File: config.mk
export PLATFORM = sky130hd
export DESIGN_NAME = ddcsel_top
export DESIGN_NICKNAME = d
export VERILOG_FILES = /design/src/ddcsel_pkg.sv /design/src/ddcsel_top.sv
export SDC_FILE = /design/constraint.sdc
export NUM_CORES = 1
export LEC_CHECK = 0
export ABC_AREA = 1
export BUFFER_PORTS_ARGS = -buffer_cell sky130_fd_sc_hd__buf_2
export CORE_MARGIN = 2
export CORE_UTILIZATION = 25
export DETAILED_ROUTE_END_ITERATION = 16
export PLACE_DENSITY = 0.46
export SLEW_MARGIN = 25
export SYNTH_ARGS = -nofsm -noshare
export SYNTH_HDL_FRONTEND = slang
export SYNTH_SLANG_ARGS = --single-unit
File: constraint.sdc
create_clock -name clk_sys -period 5.12 [get_ports clk_sys]
set_clock_uncertainty 0.2 [all_clocks]
set_input_delay 0.512 -clock clk_sys [delete_from_list [all_inputs] [get_ports clk_sys]]
set_output_delay 0.512 -clock clk_sys [all_outputs]
set_load 0.01 [all_outputs]
File: src/ddcsel_pkg.sv
`default_nettype none
package ddcsel_pkg;
   // ==========================================================
   // register offsets
   localparam logic [11:0] DDCSEL_OFS_CONTROL = 12'h370;
   localparam logic [11:0] DDCSEL_OFS_INPUT_EXT_DEC = 12'h371;
   localparam logic [11:0] DDCSEL_OFS_OSC_CHAN = 12'h374;
   localparam logic [11:0] DDCSEL_OFS_PHASE_UPD = 12'h375;
   // ==========================================================
   // reset values
   localparam logic [7:0] DDCSEL_RST_CONTROL = 8'h00;
   localparam logic [3:0] DDCSEL_RST_NIBBLE = 4'h0;
   localparam logic [7:0] DDCSEL_RST_RDATA = 8'h00;
   // ==========================================================
   // field positions
   localparam int DDCSEL_POS_C2R = 3;
   localparam int DDCSEL_POS_HI = 4;
   // ==========================================================
   // primary decimation codes
   localparam logic [2:0] DDCSEL_PRI_HB12 = 3'h0;
   localparam logic [2:0] DDCSEL_PRI_HB123 = 3'h1;
   localparam logic [2:0] DDCSEL_PRI_HB1234 = 3'h2;
   localparam logic [2:0] DDCSEL_PRI_HB1 = 3'h3;
   localparam logic [2:0] DDCSEL_PRI_TB_1 = 3'h4;
   localparam logic [2:0] DDCSEL_PRI_TB_12 = 3'h5;
   localparam logic [2:0] DDCSEL_PRI_TB_123 = 3'h6;
   localparam logic [2:0] DDCSEL_PRI_EXT = 3'h7;
   // extended decimation codes
   localparam logic [3:0] DDCSEL_EXT_TB_1234 = 4'h0;
   localparam logic [3:0] DDCSEL_EXT_FB_1 = 4'h2;
   localparam logic [3:0] DDCSEL_EXT_FB_12 = 4'h3;
   localparam logic [3:0] DDCSEL_EXT_FB_123 = 4'h4;
   // ==========================================================
   // channel select modes
   localparam logic [3:0] DDCSEL_MODE_REG = 4'h0;
   localparam logic [3:0] DDCSEL_MODE_PINS = 4'h3;
   localparam logic [3:0] DDCSEL_MODE_EDGE0 = 4'h8;
   localparam logic [3:0] DDCSEL_MODE_EDGE1 = 4'h9;
   // ==========================================================
   // register bus request
   typedef struct packed {
      logic [11:0] addr;
      logic [7:0] wdata;
      logic wr;
      logic rd;
   } ddcsel_bus_t;
   // decimation chain configuration
   typedef struct packed {
      logic halfband_stage_first;
      logic halfband_stage_second;
      logic halfband_stage_third;
      logic halfband_stage_fourth;
      logic thirdband_stage;
      logic fifthband_stage;
      logic real_only;
      logic valid;
      logic [5:0] ratio;
   } ddcsel_dec_t;
endpackage
`default_nettype wire

File: src/ddcsel_top.sv
`timescale 1ns/100ps
`default_nettype none
module ddcsel_top
   import ddcsel_pkg::*;
(
   // clock and reset
   input wire logic clk_sys,
   input wire logic sys_rst,
   // register port
   input wire ddcsel_bus_t bus,
   output logic [7:0] rdata,
   // auxiliary pins
   input wire logic aux_pin_zero,
   input wire logic aux_pin_one,
   // phase update control
   input wire logic phase_update_continuous,
   input wire logic chip_transfer,
   // results
   output ddcsel_dec_t dec_cfg,
   output logic [3:0] numeric_oscillator_channel,
   output logic [3:0] phase_update_channel,
   output logic phase_update_apply
);
   // ==========================================================
   // registers
   logic [7:0] control;
   logic [3:0] ext_dec;
   logic [3:0] chan_mode;
   logic [3:0] chan_sel;
   logic [3:0] phase_index;
   logic [2:0] pri_dec;
   logic real_only;

   assign pri_dec = control[2:0];
   assign real_only = control[DDCSEL_POS_C2R];

   always_ff @(posedge clk_sys or posedge sys_rst) begin
      if (sys_rst) begin
         control <= DDCSEL_RST_CONTROL;
         ext_dec <= DDCSEL_RST_NIBBLE;
         chan_mode <= DDCSEL_RST_NIBBLE;
         chan_sel <= DDCSEL_RST_NIBBLE;
         phase_index <= DDCSEL_RST_NIBBLE;
      end else if (bus.wr) begin
         unique case (bus.addr)
            DDCSEL_OFS_CONTROL: begin
               control <= bus.wdata;
            end
            DDCSEL_OFS_INPUT_EXT_DEC: begin
               ext_dec <= bus.wdata[7:4];
            end
            DDCSEL_OFS_OSC_CHAN: begin
               chan_mode <= bus.wdata[7:4];
               chan_sel <= bus.wdata[3:0];
            end
            DDCSEL_OFS_PHASE_UPD: begin
               phase_index <= bus.wdata[3:0];
            end
            default: begin
            end
         endcase
      end
   end

   // ==========================================================
   // read data, one cycle after the strobe
   logic [7:0] next_rdata;

   always_comb begin
      next_rdata = DDCSEL_RST_RDATA;
      if (bus.rd) begin
         unique case (bus.addr)
            DDCSEL_OFS_CONTROL: begin
               next_rdata = control;
            end
            DDCSEL_OFS_INPUT_EXT_DEC: begin
               next_rdata = {ext_dec, DDCSEL_RST_NIBBLE};
            end
            DDCSEL_OFS_OSC_CHAN: begin
               next_rdata = {chan_mode, chan_sel};
            end
            DDCSEL_OFS_PHASE_UPD: begin
               next_rdata = {DDCSEL_RST_NIBBLE, phase_index};
            end
            default: begin
               next_rdata = DDCSEL_RST_RDATA;
            end
         endcase
      end
   end

   always_ff @(posedge clk_sys or posedge sys_rst) begin
      if (sys_rst) begin
         rdata <= DDCSEL_RST_RDATA;
      end else begin
         rdata <= next_rdata;
      end
   end

   // ==========================================================
   // decimation chain decode
   ddcsel_dec_t next_dec;
   logic [5:0] ratio_complex;

   always_comb begin
      next_dec = '0;
      ratio_complex = 6'h00;
      next_dec.valid = 1'b1;
      next_dec.halfband_stage_first = 1'b1;
      unique case (pri_dec)
         DDCSEL_PRI_HB12: begin
            next_dec.halfband_stage_second = 1'b1;
            ratio_complex = 6'h04;
         end
         DDCSEL_PRI_HB123: begin
            next_dec.halfband_stage_second = 1'b1;
            next_dec.halfband_stage_third = 1'b1;
            ratio_complex = 6'h08;
         end
         DDCSEL_PRI_HB1234: begin
            next_dec.halfband_stage_second = 1'b1;
            next_dec.halfband_stage_third = 1'b1;
            next_dec.halfband_stage_fourth = 1'b1;
            ratio_complex = 6'h10;
         end
         DDCSEL_PRI_HB1: begin
            ratio_complex = 6'h02;
         end
         DDCSEL_PRI_TB_1: begin
            next_dec.thirdband_stage = 1'b1;
            ratio_complex = 6'h06;
         end
         DDCSEL_PRI_TB_12: begin
            next_dec.halfband_stage_second = 1'b1;
            next_dec.thirdband_stage = 1'b1;
            ratio_complex = 6'h0c;
         end
         DDCSEL_PRI_TB_123: begin
            next_dec.halfband_stage_second = 1'b1;
            next_dec.halfband_stage_third = 1'b1;
            next_dec.thirdband_stage = 1'b1;
            ratio_complex = 6'h18;
         end
         DDCSEL_PRI_EXT: begin
            // extended field only consulted here
            unique case (ext_dec)
               DDCSEL_EXT_TB_1234: begin
                  next_dec.halfband_stage_second = 1'b1;
                  next_dec.halfband_stage_third = 1'b1;
                  next_dec.halfband_stage_fourth = 1'b1;
                  next_dec.thirdband_stage = 1'b1;
                  ratio_complex = 6'h30;
               end
               DDCSEL_EXT_FB_1: begin
                  next_dec.fifthband_stage = 1'b1;
                  ratio_complex = 6'h0a;
               end
               DDCSEL_EXT_FB_12: begin
                  next_dec.fifthband_stage = 1'b1;
                  next_dec.halfband_stage_second = 1'b1;
                  ratio_complex = 6'h14;
               end
               DDCSEL_EXT_FB_123: begin
                  next_dec.fifthband_stage = 1'b1;
                  next_dec.halfband_stage_second = 1'b1;
                  next_dec.halfband_stage_third = 1'b1;
                  ratio_complex = 6'h28;
               end
               default: begin
                  // undefined code: no chain, flagged invalid
                  next_dec.valid = 1'b0;
                  next_dec.halfband_stage_first = 1'b0;
               end
            endcase
         end
      endcase
      next_dec.real_only = real_only;
      // real output runs at twice the complex rate
      next_dec.ratio = real_only ? {1'b0, ratio_complex[5:1]} : ratio_complex;
   end

   always_ff @(posedge clk_sys or posedge sys_rst) begin
      if (sys_rst) begin
         dec_cfg <= '0;
      end else begin
         dec_cfg <= next_dec;
      end
   end

   // ==========================================================
   // auxiliary pin synchronisers and edge detect
   logic [1:0] pin_meta;
   logic [1:0] pin_sync;
   logic [1:0] pin_last;
   logic [1:0] pin_rise;

   always_ff @(posedge clk_sys or posedge sys_rst) begin
      if (sys_rst) begin
         pin_meta <= 2'h0;
         pin_sync <= 2'h0;
         pin_last <= 2'h0;
      end else begin
         pin_meta <= {aux_pin_one, aux_pin_zero};
         pin_sync <= pin_meta;
         pin_last <= pin_sync;
      end
   end

   // only the second and third stages feed the detector
   assign pin_rise = pin_sync & ~pin_last;

   // ==========================================================
   // channel counter
   logic [3:0] edge_count;
   logic count_step;

   always_comb begin
      count_step = 1'b0;
      if (chan_mode == DDCSEL_MODE_EDGE0) begin
         count_step = pin_rise[0];
      end else if (chan_mode == DDCSEL_MODE_EDGE1) begin
         count_step = pin_rise[1];
      end
   end

   always_ff @(posedge clk_sys or posedge sys_rst) begin
      if (sys_rst) begin
         edge_count <= 4'h0;
      end else if (count_step) begin
         // wrap also catches a limit lowered below the count
         if (edge_count >= chan_sel) begin
            edge_count <= 4'h0;
         end else begin
            edge_count <= edge_count + 4'h1;
         end
      end
   end

   // ==========================================================
   // active channel select
   logic [3:0] next_channel;

   always_comb begin
      unique case (chan_mode)
         DDCSEL_MODE_PINS: begin
            next_channel = {2'h0, pin_sync[1], pin_sync[0]};
         end
         DDCSEL_MODE_EDGE0, DDCSEL_MODE_EDGE1: begin
            next_channel = edge_count;
         end
         default: begin
            next_channel = chan_sel;
         end
      endcase
   end

   always_ff @(posedge clk_sys or posedge sys_rst) begin
      if (sys_rst) begin
         numeric_oscillator_channel <= 4'h0;
      end else begin
         numeric_oscillator_channel <= next_channel;
      end
   end

   // ==========================================================
   // phase update target and apply
   always_ff @(posedge clk_sys or posedge sys_rst) begin
      if (sys_rst) begin
         phase_update_channel <= 4'h0;
         phase_update_apply <= 1'b0;
      end else begin
         phase_update_channel <= phase_index;
         // continuous mode holds apply; else one pulse per transfer
         phase_update_apply <= phase_update_continuous | chip_transfer;
      end
   end
endmodule
`default_nettype wire

==> impl_metrics.toml <==
[run_status]
status = "completed"

[logic_synthesis]
yosys_register_bits = 64
netlist_area_sq_um = 2943
synth-adder-area-share_pct = 2.126
yosysWarnings = 0
yosys-mux-area-fraction_pct = 0
synth_top_family_by_area = "simple AND/OR/NAND/NOR gates"
yosys.area_share.simple_pct = 27.98
netlist_top_cells_area = "dfrtp_1 54%, nand2_1 10%, nand3_1 7.1%, o21ai_0 5.4%, inv_1 4.5%"
syn_avg_cell_area_sq_um = 9.111
seq_area_frac_synth_pct = 54.42
synth_top_area_share_pct = 54.42
synth_xor_xnor_area_share_pct = 0.5952
syn_nets = 356
synth.distinct_cells = 31
yosysTopAreaCell = "dfrtp_1"
synth_compound_area_share_pct = 8.333
synthCells = 323

[power]
seqPwrFrac_pct = 40.4
p_clk_share_pct = 55.9
p_per_area_nw_per_um2 = 343.1
power_switching_uw = 257.8
swShare_pct = 20.20
power_leakage_nw = 1.995
p_int_mw = 1.018
combPwrFrac_pct = 3.7
ir_worst_vdd_uv = 151.4

[placement]
place_area_sq_um = 3366
dp.final_hpwl_microns = 5120
gp_congestion = 0.7934
portBuffers = 58
dp_slack_ns = 3.100

[timing]
fmax_mhz = 593.2
fin_crit_sh_pct = 32.93
fin_ws_ns = 3.434
slew_headroom_pct = 46.63
slew_viol_final = 0
final-hold-violation-count = 0
worst_pin_slew_ns = 0.8006
tns_ns = 0
rsz0062_at_grt = "no"
finalSetupViolations = 0
min_period_ns = 1.686

[floorplanning]
dieWidth_microns = 112.5
core-area_sq_um = 11470
initial_core_util_pct = 25.66
rows = 39
die_area_sq_um = 12660
io_pins = 59
dieHeight_microns = 112.5

[worst_hold_path]
hold_path_class = "input port to flop"
hold_depth = 1
hold_end = "pin_meta[0]"
hold_start = "aux_pin_zero"

[cts]
cts_root_buffer = "clkbuf_16"
cts_setup_buffers = 0
clk_latency_ns = 0.33
hold_buffers = 0
cts-htree-levels = 3
cts_tree = "yes"
numClockSinks = 64
cts_buffers = 9
clkSlewWorstSetupHoldPaths_ns = 0.05
cts_resized = 0
clk_path_buf_depth = 2

[worst_setup_path]
cp.required_ns = 5.19
ff2ff_path_depth = 9
startpoint_type = "input port"
reg2reg_from = "chan_sel[1]"
crit_path_end_kind = "flop"
r2r_end = "edge_count[3]"
critPathMaxFanout = 28
worstPathArrival_ns = 1.75
path_class = "input port to flop"
r2r_setup_slack_ns = 3.45

[final_layout]
syn2layout_area_growth_pct = 26.40
fin_area_sq_um = 3720
fillers = 1166
nets = 419
drive_above_1_share_pct = 26.09
antennaDiodeCount = 0

[global_route]
gr-total-overflow = 0
grt_pass1_wl_microns = 11280
grt_usage_pct = 11.35
grt_pass1_vias = 2247
grt_max_degree = 65
grt_antenna_before_repair = 0

[route]
drt-total-wl_microns = 6714
drtIter0Drc = 101
wl_per_cell_microns = 12.57
antenna_left = 0
drc = 0
via_per_inst = 4.369
firstDrtPassIters = 4
vias = 2333

[run]
cap_violations = 0
## state kept, by name (all words and copies together) (netlist names)
signal and cells:
numeric_oscillator_channel 4, phase_index 4, edge_count 4, phase_update_channel 4, pin_meta 2, chan_mode 4, dec_cfg 13, phase_update_apply 1
pin_last 2, pin_sync 2, rdata 8, ext_dec 4, chan_sel 4, control 8
## worst max-delay path, stage by stage
cell	delay, ns
buf_2	0.10
nor2_1	0.12
nand2_2	0.11
nor2_8	0.34
nand2_1	0.17
nor2_1	0.23
nand2_1	0.08
nand2_1	0.07
## metal layers
layer  vias up  routed length [microns]  track usage (%)
li1       1173                        -                -
met1      1093                     3356            16.36
met2        60                     2876            16.22
met3         7                      372            3.024
met4         0                      109            4.390
met5         -                        0                0
## cell usage after synthesis, drive strengths merged
library cell	count
xor2	2
nor2	22
o21a	1
clkbuf	2
inv	37
a21oi	3
nand2	90
nand4	3
o22ai	1
nand3	42
a31oi	1
o21ai	36
o211ai	3
dfrtp	64
ha	5
buf	5
or2	4
nor3	2
## per-stage QoR
stage / util [%] / hold slack (ns) / power [mW] / std cells
CTS: 32.44 / 0.08043 / 1.296 / 534
floorplan: - / 0.1312 / 0.5497 / 323
global route: 32.44 / 0.08033 / 1.328 / 534
finish: 32.44 / 0.09112 / 1.276 / 534
detailed placement: 29.35 / 0.1396 / 0.5737 / 518
global placement: 29.35 / 0.1336 / 0.5733 / 518
## cell families after synthesis
group,count (synthesis)
AOI/OAI and AO/OA,45
xor gates and xnor gates,2
buffers and inverters,44
DFF,64
adders and majority gates,5
and+or+nand+nor,163
## cell type report
cell class | count | area [sq um] | area share (%)
clock buffer | 10 | 239.0 | 6.424
clock inverter | 6 | 115.1 | 3.095
inverter | 37 | 138.9 | 3.734
multi-input combinational | 215 | 1149 | 30.88
sequential | 64 | 1602 | 43.05
tap | 143 | 178.9 | 4.810
timing repair buffer | 59 | 297.8 | 8.005
## cells in the final DEF (no fill, tap or decap), drive strengths merged, types with 2 or more instances in the layout
cell type / synthesis / routed
inv: 37 / 38
nor3: 2 / 2
xor2: 2 / 2
or2: 4 / 4
bufinv: 0 / 3
nand4: 3 / 3
nand3: 42 / 42
dfrtp: 64 / 64
buf: 5 / 59
ha: 5 / 5
o21ai: 36 / 36
a21oi: 3 / 3
nor2: 22 / 22
nand2: 90 / 90
o211ai: 3 / 3
clkbuf: 2 / 10
## power by group through the flow
stage               Clock, mW  Combinational, mW  Sequential, mW
floorplan                   0             0.0249           0.525
CTS                     0.731             0.0493           0.515
detailed placement          0             0.0493           0.524
global route            0.757             0.0550           0.516
finish                  0.713             0.0476           0.516
global placement            0             0.0489           0.524
## worst max path at each step
stage | depth (start not counted) | slack (ns) | to | startpoint
floorplan | 1 | 2.81 | chan_mode[0] | sys_rst
CTS | 7 | 3.43 | edge_count[0] | chan_sel[1]
global placement | 7 | 3.14 | ext_dec[0] | bus[21]
detailed placement | 8 | 3.10 | phase_index[0] | bus[21]
global route | 8 | 3.22 | phase_index[2] | bus[21]
finish | 8 | 3.43 | phase_index[2] | bus[21]
Power figures use the tool's default switching activity.
